## src/logic/fepc_pkg.sv

```systemverilog
package fepc_pkg;
    localparam logic [7:0] FEPC_ADDR_ERASE = 8'h94;
    localparam logic [7:0] FEPC_ADDR_CTRL = 8'hb2;
    localparam logic [7:0] FEPC_ADDR_PAGE = 8'hb7;
    localparam logic [7:0] FEPC_PAT_MASS = 8'haa;
    localparam logic [7:0] FEPC_PAT_PAGE = 8'h55;
    localparam int FEPC_BIT_PWE = 0;
    localparam int FEPC_BIT_ARM = 1;
    localparam int FEPC_BIT_SECURE = 6;
    localparam logic [7:0] FEPC_PAGE_RESET = 8'h00;
    localparam int FEPC_PAGES = 128;
    localparam int FEPC_PAGE_BYTES = 512;

    typedef struct packed {
        logic we;
        logic re;
        logic [7:0] addr;
        logic [7:0] wdata;
    } fepc_sfr_s;

    typedef struct packed {
        logic req;
        logic mass;
        logic [6:0] page;
    } fepc_erase_s;

    typedef struct packed {
        logic we;
        logic [15:0] addr;
        logic [7:0] data;
    } fepc_byte_s;
endpackage : fepc_pkg

```

## src/logic/fepc_ctrl.sv

```systemverilog
module fepc_ctrl
(
    // Clock and reset.
    input wire logic clk,
    input wire logic reset,
    // Special function register port from the processor core.
    input wire fepc_pkg::fepc_sfr_s sfr,
    output logic [7:0] sfr_rdata,
    // Processor state.
    input wire logic irq_global_enabled,
    input wire logic movx_dptr_store,
    input wire logic [15:0] dptr,
    input wire logic [7:0] acc,
    // Debug port enable, an asynchronous pin level.
    input wire logic debug_port_enabled,
    // Flash array side.
    input wire logic flash_busy,
    output fepc_pkg::fepc_erase_s erase_cmd,
    output fepc_pkg::fepc_byte_s flash_write,
    // Store steering and security.
    output logic xram_store,
    output logic readout_block
);
    import fepc_pkg::*;

    logic pwe;
    logic arm;
    logic secure;
    logic [7:0] page_select;
    logic debug_ok;

    fepc_sync u_dbg_sync
    (
        .clk(clk),
        .reset(reset),
        .din(debug_port_enabled),
        .dout(debug_ok)
    );

    wire wr_erase = sfr.we && sfr.addr == FEPC_ADDR_ERASE;
    wire wr_ctrl = sfr.we && sfr.addr == FEPC_ADDR_CTRL;
    wire wr_page = sfr.we && sfr.addr == FEPC_ADDR_PAGE;
    wire pat_mass = wr_erase && sfr.wdata == FEPC_PAT_MASS;
    wire pat_page = wr_erase && sfr.wdata == FEPC_PAT_PAGE;
    // Patterns other than the two are simply not decoded.
    wire go_mass = pat_mass && arm && debug_ok && !flash_busy;
    wire go_page = pat_page && !flash_busy;
    // A store while the enable is set lands in flash at the pointer address.
    wire flash_store = movx_dptr_store && pwe;
    wire pwe_write_ok = wr_ctrl && !irq_global_enabled;
    wire [7:0] ctrl_view = {1'b0, secure, 4'h0, arm, pwe};
    wire [7:0] next_rdata = (sfr.addr == FEPC_ADDR_CTRL) ? ctrl_view
        : (sfr.addr == FEPC_ADDR_PAGE) ? page_select : 8'h00;

    always_ff @(posedge clk or posedge reset)
    begin
        if (reset)
        begin
            pwe <= 1'b0;
        end
        else if (flash_store)
        begin
            pwe <= 1'b0;
        end
        else if (pwe_write_ok)
        begin
            pwe <= sfr.wdata[FEPC_BIT_PWE];
        end
    end

    // One arming is consumed by any mass trigger, successful or not.
    always_ff @(posedge clk or posedge reset)
    begin
        if (reset)
        begin
            arm <= 1'b0;
        end
        else if (pat_mass)
        begin
            arm <= 1'b0;
        end
        else if (wr_ctrl)
        begin
            arm <= sfr.wdata[FEPC_BIT_ARM];
        end
    end

    always_ff @(posedge clk or posedge reset)
    begin
        if (reset)
        begin
            secure <= 1'b0;
        end
        else if (wr_ctrl && sfr.wdata[FEPC_BIT_SECURE])
        begin
            secure <= 1'b1;
        end
    end

    always_ff @(posedge clk or posedge reset)
    begin
        if (reset)
        begin
            page_select <= FEPC_PAGE_RESET;
        end
        else if (wr_page)
        begin
            page_select <= sfr.wdata;
        end
    end

    always_ff @(posedge clk or posedge reset)
    begin
        if (reset)
        begin
            erase_cmd <= '0;
            flash_write <= '0;
            xram_store <= 1'b0;
            readout_block <= 1'b0;
            sfr_rdata <= 8'h00;
        end
        else
        begin
            erase_cmd.req <= go_mass || go_page;
            erase_cmd.mass <= go_mass;
            // Bit 0 is dropped; the seven upper bits name one of the 128 pages.
            erase_cmd.page <= page_select[7:1];
            flash_write.we <= flash_store;
            flash_write.addr <= dptr;
            flash_write.data <= acc;
            xram_store <= movx_dptr_store && !pwe;
            readout_block <= secure;
            sfr_rdata <= sfr.re ? next_rdata : 8'h00;
        end
    end
endmodule : fepc_ctrl

```

## src/logic/fepc_sync.sv

```systemverilog
module fepc_sync
(
    // Clock and reset.
    input wire logic clk,
    input wire logic reset,
    // Asynchronous level in, filtered level out.
    input wire logic din,
    output logic dout
);
    logic s1;
    logic s2;
    logic s3;

    // The output only moves once the second and third stages agree.
    always_ff @(posedge clk or posedge reset)
    begin
        if (reset)
        begin
            s1 <= 1'b0;
            s2 <= 1'b0;
            s3 <= 1'b0;
            dout <= 1'b0;
        end
        else
        begin
            s1 <= din;
            s2 <= s1;
            s3 <= s2;
            if (s2 == s3)
            begin
                dout <= s3;
            end
        end
    end
endmodule : fepc_sync

```

## config.mk

```make
export PLATFORM = sky130hd
export DESIGN_NAME = fepc_ctrl
export DESIGN_NICKNAME = d
export VERILOG_FILES = /design/src/logic/fepc_pkg.sv /design/src/logic/fepc_ctrl.sv /design/src/logic/fepc_sync.sv
export SDC_FILE = /design/constraint.sdc
export NUM_CORES = 1
export LEC_CHECK = 0
export ABC_CLOCK_PERIOD_IN_PS = 2500
export BUFFER_PORTS_ARGS = -buffer_cell sky130_fd_sc_hd__clkbuf_2
export CAP_MARGIN = 20
export CORE_ASPECT_RATIO = 1.1
export CORE_MARGIN = 2
export CORE_UTILIZATION = 45
export DETAILED_ROUTE_END_ITERATION = 7
export PLACE_DENSITY = 0.86
export SLEW_MARGIN = 20
export SYNTH_ARGS = -nofsm -noshare
export SYNTH_HDL_FRONTEND = slang
export SYNTH_SLANG_ARGS = --single-unit
```

## constraint.sdc

```tcl
create_clock -name clk -period 2.5 [get_ports clk]
set_input_delay 0.75 -clock clk [delete_from_list [all_inputs] [get_ports clk]]
set_output_delay 0.75 -clock clk [all_outputs]
set_load 0.1 [all_outputs]
```

# Word level (Yosys, flattened, before mapping)
# Index checks and enable logic that the tools add are counted.
[totals]
input_bits = 48
n_memories = 0
output_inout_bits = 44
latch_bits = 0
mem_bits_ro = 0
wordCells = 49
mem_bits_rw = 0
ff_bits = 59
[op_classes]
muxes = 7
magnitude_cmp = 0
multipliers = 0
shifts = 0
div_mod_pow = 0
n_reduce_logical = 19
eq_ne = 6
n_addsub = 0
n_bitwise = 0
[op_table]
columns = ["operator", "count"]
rows = [
  ["equality test 8 bit, second input constant", 4],
  ["two-way mux 8 bit", 3],
  ["logical AND 1 bit", 13],
  ["equality test 8 x 7 -> 1 bit, second input constant", 1],
  ["two-way mux 1 bit", 4],
  ["nonzero test 2 bit", 2],
  ["logical NOT 1 bit", 3],
  ["equality test 1 bit", 1],
  ["logical OR 1 bit", 1],
]

# Logic depth before layout (Yosys ltp)
# Gate-level depths: netlist of the first run.
[logic_depth]
ltp_word = 7
depth_mapped = 4
ltp_nobuf = 4

# Cells and area by module
# A second synthesis of the first run with hierarchy kept.
[hier_totals]
cells_unflattened = 114
area_unflattened_um2 = 1899.3
[by_module_without_submodules]
columns = ["module", "n_inst", "area_per_inst_um2", "seq_area_each_um2", "cells_each"]
rows = [
  ["fepc_ctrl", 1, 1784.2, 1376.3, 108],
  ["fepc_sync", 1, 115.1, 100.1, 6],
]

# Least setup slack after synthesis of the first run
# OpenSTA, ideal clock, no wires.
[synth_path]
path_kind = "input -> register"
startpoint = "input sfr[3] in the netlist's numbering"
endpoint = "register erase_cmd[8] in the netlist's numbering"
setup_ps = 87
arrival_time_ps = 1801
setup_slack_ps = 613
path_buffers = 0
required_ps = 2413
cell_stages = 3
cell_sequence = "or4b_1 > or3_1 > a211oi_2"
[synth_via]
elab_chain_len = 6
elab_cells_between_ends = 9
cone_classes = "eq/ne (2); reduce/logical (7)"
[synth_rtl]
columns = ["element", "line", "rtl"]
rows = [
  ["start: declaration", "fepc_ctrl.sv:7", "input wire fepc_pkg::fepc_sfr_s sfr,"],
  ["equality test 8 bit", "fepc_ctrl.sv:43", "wire pat_mass = wr_erase && sfr.wdata == FEPC_PAT_MASS;"],
  ["logical AND 1 bit", "fepc_ctrl.sv:43", ""],
  ["logical AND 1 bit (3 in a row)", "fepc_ctrl.sv:46", "wire go_mass = pat_mass && arm && debug_ok && !flash_busy;"],
  ["logical OR 1 bit (*)", "fepc_ctrl.sv:124", "erase_cmd.req <= go_mass || go_page;"],
  ["end: declaration", "fepc_ctrl.sv:18", "output fepc_pkg::fepc_erase_s erase_cmd,"],
]
# Mark *: on every way between the ends. The rest lies on a longest branch, timed or not.
# A chain may end at the register's enable or synchronous reset.

# Final worst setup path of the first run
[layout_path]
startpoint = "register sfr_rdata[1]"
endpoint = "output sfr_rdata[1]"
[layout_rtl]
columns = ["element", "line", "rtl"]
rows = [
  ["start: declaration", "fepc_ctrl.sv:8", "output logic [7:0] sfr_rdata,"],
  ["start signal: assignment", "fepc_ctrl.sv:133", "sfr_rdata <= sfr.re ? next_rdata : 8'h00;"],
]
# No word-level cell between the ends.

==> impl_metrics.tcl, run 1 <==
set metrics [dict create \
    grt_pass1_wl_um 5730 \
    synth_ff_type "dfrtp_1" \
    final_nets 265 \
    crit_arrival_ns 1.12 \
    finalSetupViolCount 0 \
    cts_sinks 59 \
    period_share 0.749 \
    fp.coreArea_mm2 0.00402 \
    cts_buffers 9 \
    skew_ns 0.00199 \
    p_sw_w 0.000592 \
    antenna_found_initial 0 \
    utilization 0.655 \
    slew_violations 0 \
    rsz0062_at_grt "no" \
    ioPinCount 92 \
    cp_top_family "buffers and inverters" \
    crit_chain "clkbuf_2" \
    placed_cell_area_mm2 0.00244 \
    synth_top_cell_area_share 0.777 \
    hold_buffers 0 \
    p_clk_frac 0.383 \
    cp-end-kind "output port" \
    yosys_warnings 0 \
    vdd.ir_drop.worst_v 0.000402 \
    seq_area_frac_synth 0.777 \
    finalWeightedCongestion 0.816 \
    rows 24 \
    hold_viol_final 0 \
    fmax_mhz 534 \
    port_buffers 91 \
    synthCells 114 \
    yosysTopAreaCell "dfrtp_1" \
    cts_tree "yes" \
    worst_hold_path_type "reg -> reg" \
    p_per_area_mw_per_mm2 818 \
    cts.reportedPaths.clkPinSlew_ns 0.06 \
    die_w_um 66.0 \
    area_growth_pct 38.6 \
    htree_levels 3 \
    min_period_ns 1.87 \
    grt_pass1_vias 1292 \
    status "completed" \
    worst-setup-path-type "reg -> out" \
    p_seq_frac 0.468 \
    fill_cells 322 \
    path_buf_inv 1 \
    worst_pin_slew_ns 0.605 \
    insertion_delay_ns 0.32 \
    root_buffer "clkbuf_8" \
    cts_buffer_depth 2 \
    post_cts_buffers 0 \
    drive_gt1_frac 0.543 \
    synth_nets 162 \
    whs_ns 0.350 \
    via_per_inst 4.72 \
    vias 1289 \
    intPower_w 0.00156 \
    async_flop_share 1.00 \
    critical-path-max-stage-delay_ns 0.46 \
    wirelength_um 3500 \
    dieArea_mm2 0.00476 \
    drt_iter0_drc 33 \
    comb_power_share 0.148 \
    total_power_w 0.00215 \
    sw_frac_of_total 0.275 \
    overflow 0 \
    synth_common_cells "dfrtp_1, mux2_2, nand2_1" \
    initial_core_util 0.472 \
    synthTopCellsByArea "dfrtp_1, mux2_2, and2_1, a22oi_1, nand2_1" \
    p_leak_nw 1.41 \
    ys_ff_latch 59 \
    critPathMaxFanout 1 \
    critPathLaunchType "flop" \
    synth.distinct_cells 26 \
    cp.required_ns 1.75 \
    stdcell_area_mm2 0.00264 \
    num_antenna_cells 0 \
    cts_resized 0 \
    track_usage 0.167 \
    dr.pass1.iters 4 \
    synth_area_mm2 0.00190 \
    slew_headroom 0.596 \
    drc_errors 0 \
    synth_edf_count 0 \
    cp_slowest_cell "clkbuf_2" \
    fp.dieH_um 72.2 \
    cap_violations 0 \
    syn_area_per_cell_um2 16.7 \
    detail_route.wl_per_cell_um 12.8 \
    hpwl_um 2730 \
    grt_max_degree 31 \
    ant_nets 0 \
    setup_tns_ns 0 \
    yosysMostFrequentCell "dfrtp_1" \
]
placed cells by master, fill, tap and decap left out:
cell type	n
nand4b_1	2
mux2i_1	2
a21oi_1	1
nand2_1	6
a21o_1	1
or4b_1	2
a22oi_1	3
nand3_1	1
nor4b_1	1
or3_1	1
and2_1	5
clkbuf_8	11
inv_2	1
bufinv_16	1
maj3_1	1
inv_1	3
dfrtp_1	59
clkbuf_1	2
or3b_1	1
mux2_2	8
buf_12	1
or4_4	1
nor4_2	1
nor3_1	2
a211oi_2	1
nor4_4	1
nor2_1	5
and2_2	1
clkinv_2	1
nand3b_1	1
nor2b_1	2
nand3b_4	1
clkbuf_2	91
flip-flops by register name, summed over array words and instances (netlist names):
register         cells
arm                  1
erase_cmd            9
flash_write         25
page_select          8
pwe                  1
readout_block        1
secure               1
sfr_rdata            8
u_dbg_sync.dout      1
u_dbg_sync.s1        1
u_dbg_sync.s2        1
u_dbg_sync.s3        1
xram_store           1
layer usage:
metal  track usage  routed length, um  vias up  part of all wire
met5             0                  0        -                 0
met4        0.0884                 76        0             0.022
li1              -                  -      596                 -
met3        0.0620                296       10             0.084
met1         0.199               1450      612              0.41
met2         0.265               1690       71              0.48
power by group through the flow:
stage	Combinational [W]	Clock (W)	Sequential (W)
floorplan	0.0000357	0	0.00122
finish	0.000320	0.000826	0.00101
global placement	0.000319	0	0.00103
CTS	0.000324	0.000854	0.00101
detailed placement	0.000323	0	0.00103
global route	0.000335	0.000898	0.00101
kinds of logic (layout without fill, tap and decap cells):
| group | Yosys count | count (layout) | share of synthesized area |
|---|---|---|---|
| buffers and inverters | 4 | 111 | 0.00790 |
| muxes | 10 | 10 | 0.0579 |
| DFF | 59 | 59 | 0.777 |
| AOI/OAI and AO/OA | 6 | 6 | 0.0250 |
| adders and majority gates | 1 | 1 | 0.00527 |
| and+or+nand+nor | 34 | 34 | 0.127 |
final timing paths:
check | from | to | slack [ns] | cells after the start
max in group asynchronous | reset | flash_write[3] | 1.46 | 3
setup / recovery | sfr_rdata[1] | sfr_rdata[1] | 0.63 | 1
min in group asynchronous | reset | flash_write[12] | 0.49 | 2
setup reg to reg | u_dbg_sync.dout | u_dbg_sync.dout | 1.65 | 1
hold / removal | u_dbg_sync.s1 | u_dbg_sync.s2 | 0.35 | 0
hold reg to reg | u_dbg_sync.s1 | u_dbg_sync.s2 | 0.35 | 0
per-stage QoR:
| stage | worst slack, ns | cells |
|---|---|---|
| 5_1_grt | 0.590 | 273 |
| 3_3_place_gp | 0.399 | 258 |
| 4_1_cts | 0.606 | 273 |
| 6_report | 0.629 | 273 |
| 2_1_floorplan | 0.294 | 114 |
| 3_5_place_dp | 0.380 | 258 |
final cells by class:
class                      instances  area [um2]  area share
clock inverter                     2        35.0      0.0133
clock buffer                      13         159      0.0603
tap                               52        65.1      0.0247
multi-input combinational         51         409       0.155
inverter                           4        15.0     0.00570
sequential                        59        1480       0.560
timing repair buffer              92         475       0.180
Power figures use the tool's default switching activity.
==> run 2, diff against run 1 <==
- ABC_CLOCK_PERIOD_IN_PS: 2500 -> 1800
- clock period: 2.5 -> 1.8 ns (I/O delays scaled with it)
==> impl_metrics.tcl, run 2 (synthesis gave the netlist of run 1 again) <==
set metrics [dict create \
    largest_reg_flops 25 \
    comb_power_share 0.156 \
    fp.dieH_um 72.2 \
    wirelength_um 3810 \
    top_register "flash_write" \
    reg2reg_to "u_dbg_sync.dout" \
    status "completed" \
    htree_levels 3 \
    post_cts_buffers 0 \
    cp.required_ns 1.26 \
    place_ws_ns -0.0136 \
    r2r_slack_ns 0.94 \
    worst-setup-path-type "reg -> out" \
    rsz0062_at_grt "no" \
    slew_violations 0 \
    path_buf_inv 1 \
    detail_route.wl_per_cell_um 13.4 \
    initial_core_util 0.472 \
    antenna_found_initial 0 \
    r2r_start "u_dbg_sync.dout" \
    crit_cells 1 \
    worst_hold_path_type "in -> async" \
    total_power_w 0.00290 \
    vias 1337 \
    crit_arrival_ns 1.14 \
    final_cell_count_no_fill 283 \
    insertion_delay_ns 0.32 \
    mostFrequentLayoutCell "clkbuf_2" \
    setup_ws_ns 0.123 \
    num_antenna_cells 0 \
    hold_buffers 0 \
    p_seq_frac 0.484 \
    crit_end "flash_write[13]" \
    period_share 0.932 \
    drc_errors 0 \
    ioPinCount 92 \
    intPower_w 0.00207 \
    whs_ns 0.282 \
    drive_gt1_frac 0.567 \
    final_nets 275 \
    cts_buffer_depth 2 \
    p_leak_nw 1.45 \
    vdd.ir_drop.worst_v 0.000703 \
    critPathMaxFanout 1 \
    crit_start "flash_write[13]" \
    port_buffers 91 \
    cp_top_family "buffers and inverters" \
    cp-end-kind "output port" \
    sw_frac_of_total 0.286 \
    root_buffer "clkbuf_8" \
    worst_pin_slew_ns 0.557 \
    fp.coreArea_mm2 0.00402 \
    via_per_inst 4.72 \
    crit_chain "clkbuf_2" \
    cap_violations 0 \
    dr.pass1.iters 4 \
    critPathLaunchType "flop" \
    track_usage 0.181 \
    ant_nets 0 \
    cp_slowest_cell "clkbuf_2" \
    cts_resized 0 \
    p_per_area_mw_per_mm2 1080 \
    area_growth_pct 41.3 \
    setup_tns_ns 0 \
    skew_ns 0.00418 \
    r2r_cells 1 \
    cts.reportedPaths.clkPinSlew_ns 0.06 \
    reg_top3 "flash_write: 25 flops, erase_cmd: 9 flops" \
    p_clk_frac 0.360 \
    die_w_um 66.0 \
    overflow 0 \
    hpwl_um 2970 \
    drt_iter0_drc 100 \
    slew_headroom 0.630 \
    place_inst 268 \
    cts_buffers 9 \
    p_sw_w 0.000829 \
    cts_tree "yes" \
    grt_max_degree 35 \
    finalSetupViolCount 0 \
    rows 24 \
    critical-path-max-stage-delay_ns 0.46 \
    grt_pass1_wl_um 6170 \
    finalWeightedCongestion 0.775 \
    min_period_ns 1.68 \
    fmax_mhz 596 \
    hold_viol_final 0 \
    dieArea_mm2 0.00476 \
    grt_pass1_vias 1356 \
    cts_sinks 59 \
    mostFrequentLayoutCells "clkbuf_2, dfrtp_1, clkbuf_8" \
]
-- run 2: cell types whose count changed in the layout (fill, tap and decap cells not counted), sizes merged --
cell	before	now
buf	1	11
bufinv	1	0
clkinv	1	2
clkinvlp	0	1
inv	4	3
-- run 2: layout make-up --
class	instances	area, um2
flip-flops and latches	59	1480
inverters	4	18.8
well taps	52	65.1
clock inverters	2	10.0
repair buffers	102	538
fillers	316	1340
clock buffers	13	169
multi-input cells	51	409
-- run 2: how the worst min path moves through the flow --
stage | from | end | slack, ns | cells past startpoint
global placement | u_dbg_sync.s1 | u_dbg_sync.s2 | 0.34 | 0
global route | reset | page_select[3] | 0.30 | 3
detailed placement | u_dbg_sync.s1 | u_dbg_sync.s2 | 0.35 | 0
finish | reset | sfr_rdata[2] | 0.28 | 3
CTS | reset | page_select[3] | 0.28 | 3
floorplan | u_dbg_sync.s1 | u_dbg_sync.s2 | 0.33 | 0
-- run 2: per-layer routing --
metal / vias to the layer above / GRT usage / wire, um
met5: - / 0 / 0
met4: 0 / 0.0884 / 71
met3: 7 / 0.0791 / 440
met2: 76 / 0.292 / 1870
met1: 637 / 0.205 / 1430
li1: 617 / - / -
-- run 2: stage by stage --
step            util  area [um2]
4_1_cts        0.668        2690
3_5_place_dp   0.623        2510
2_1_floorplan      -        1900
3_3_place_gp   0.623        2510
5_1_grt        0.668        2690
6_report       0.668        2690
-- run 2: power by group through the flow --
stage | Combinational, W | Sequential [W] | Clock, W
after detailed placement | 0.000457 | 0.00143 | 0
after global placement | 0.000451 | 0.00143 | 0
after global routing | 0.000476 | 0.00141 | 0.00114
final | 0.000452 | 0.00140 | 0.00104
after floorplan | 0.0000500 | 0.00170 | 0
after CTS | 0.000458 | 0.00140 | 0.00109
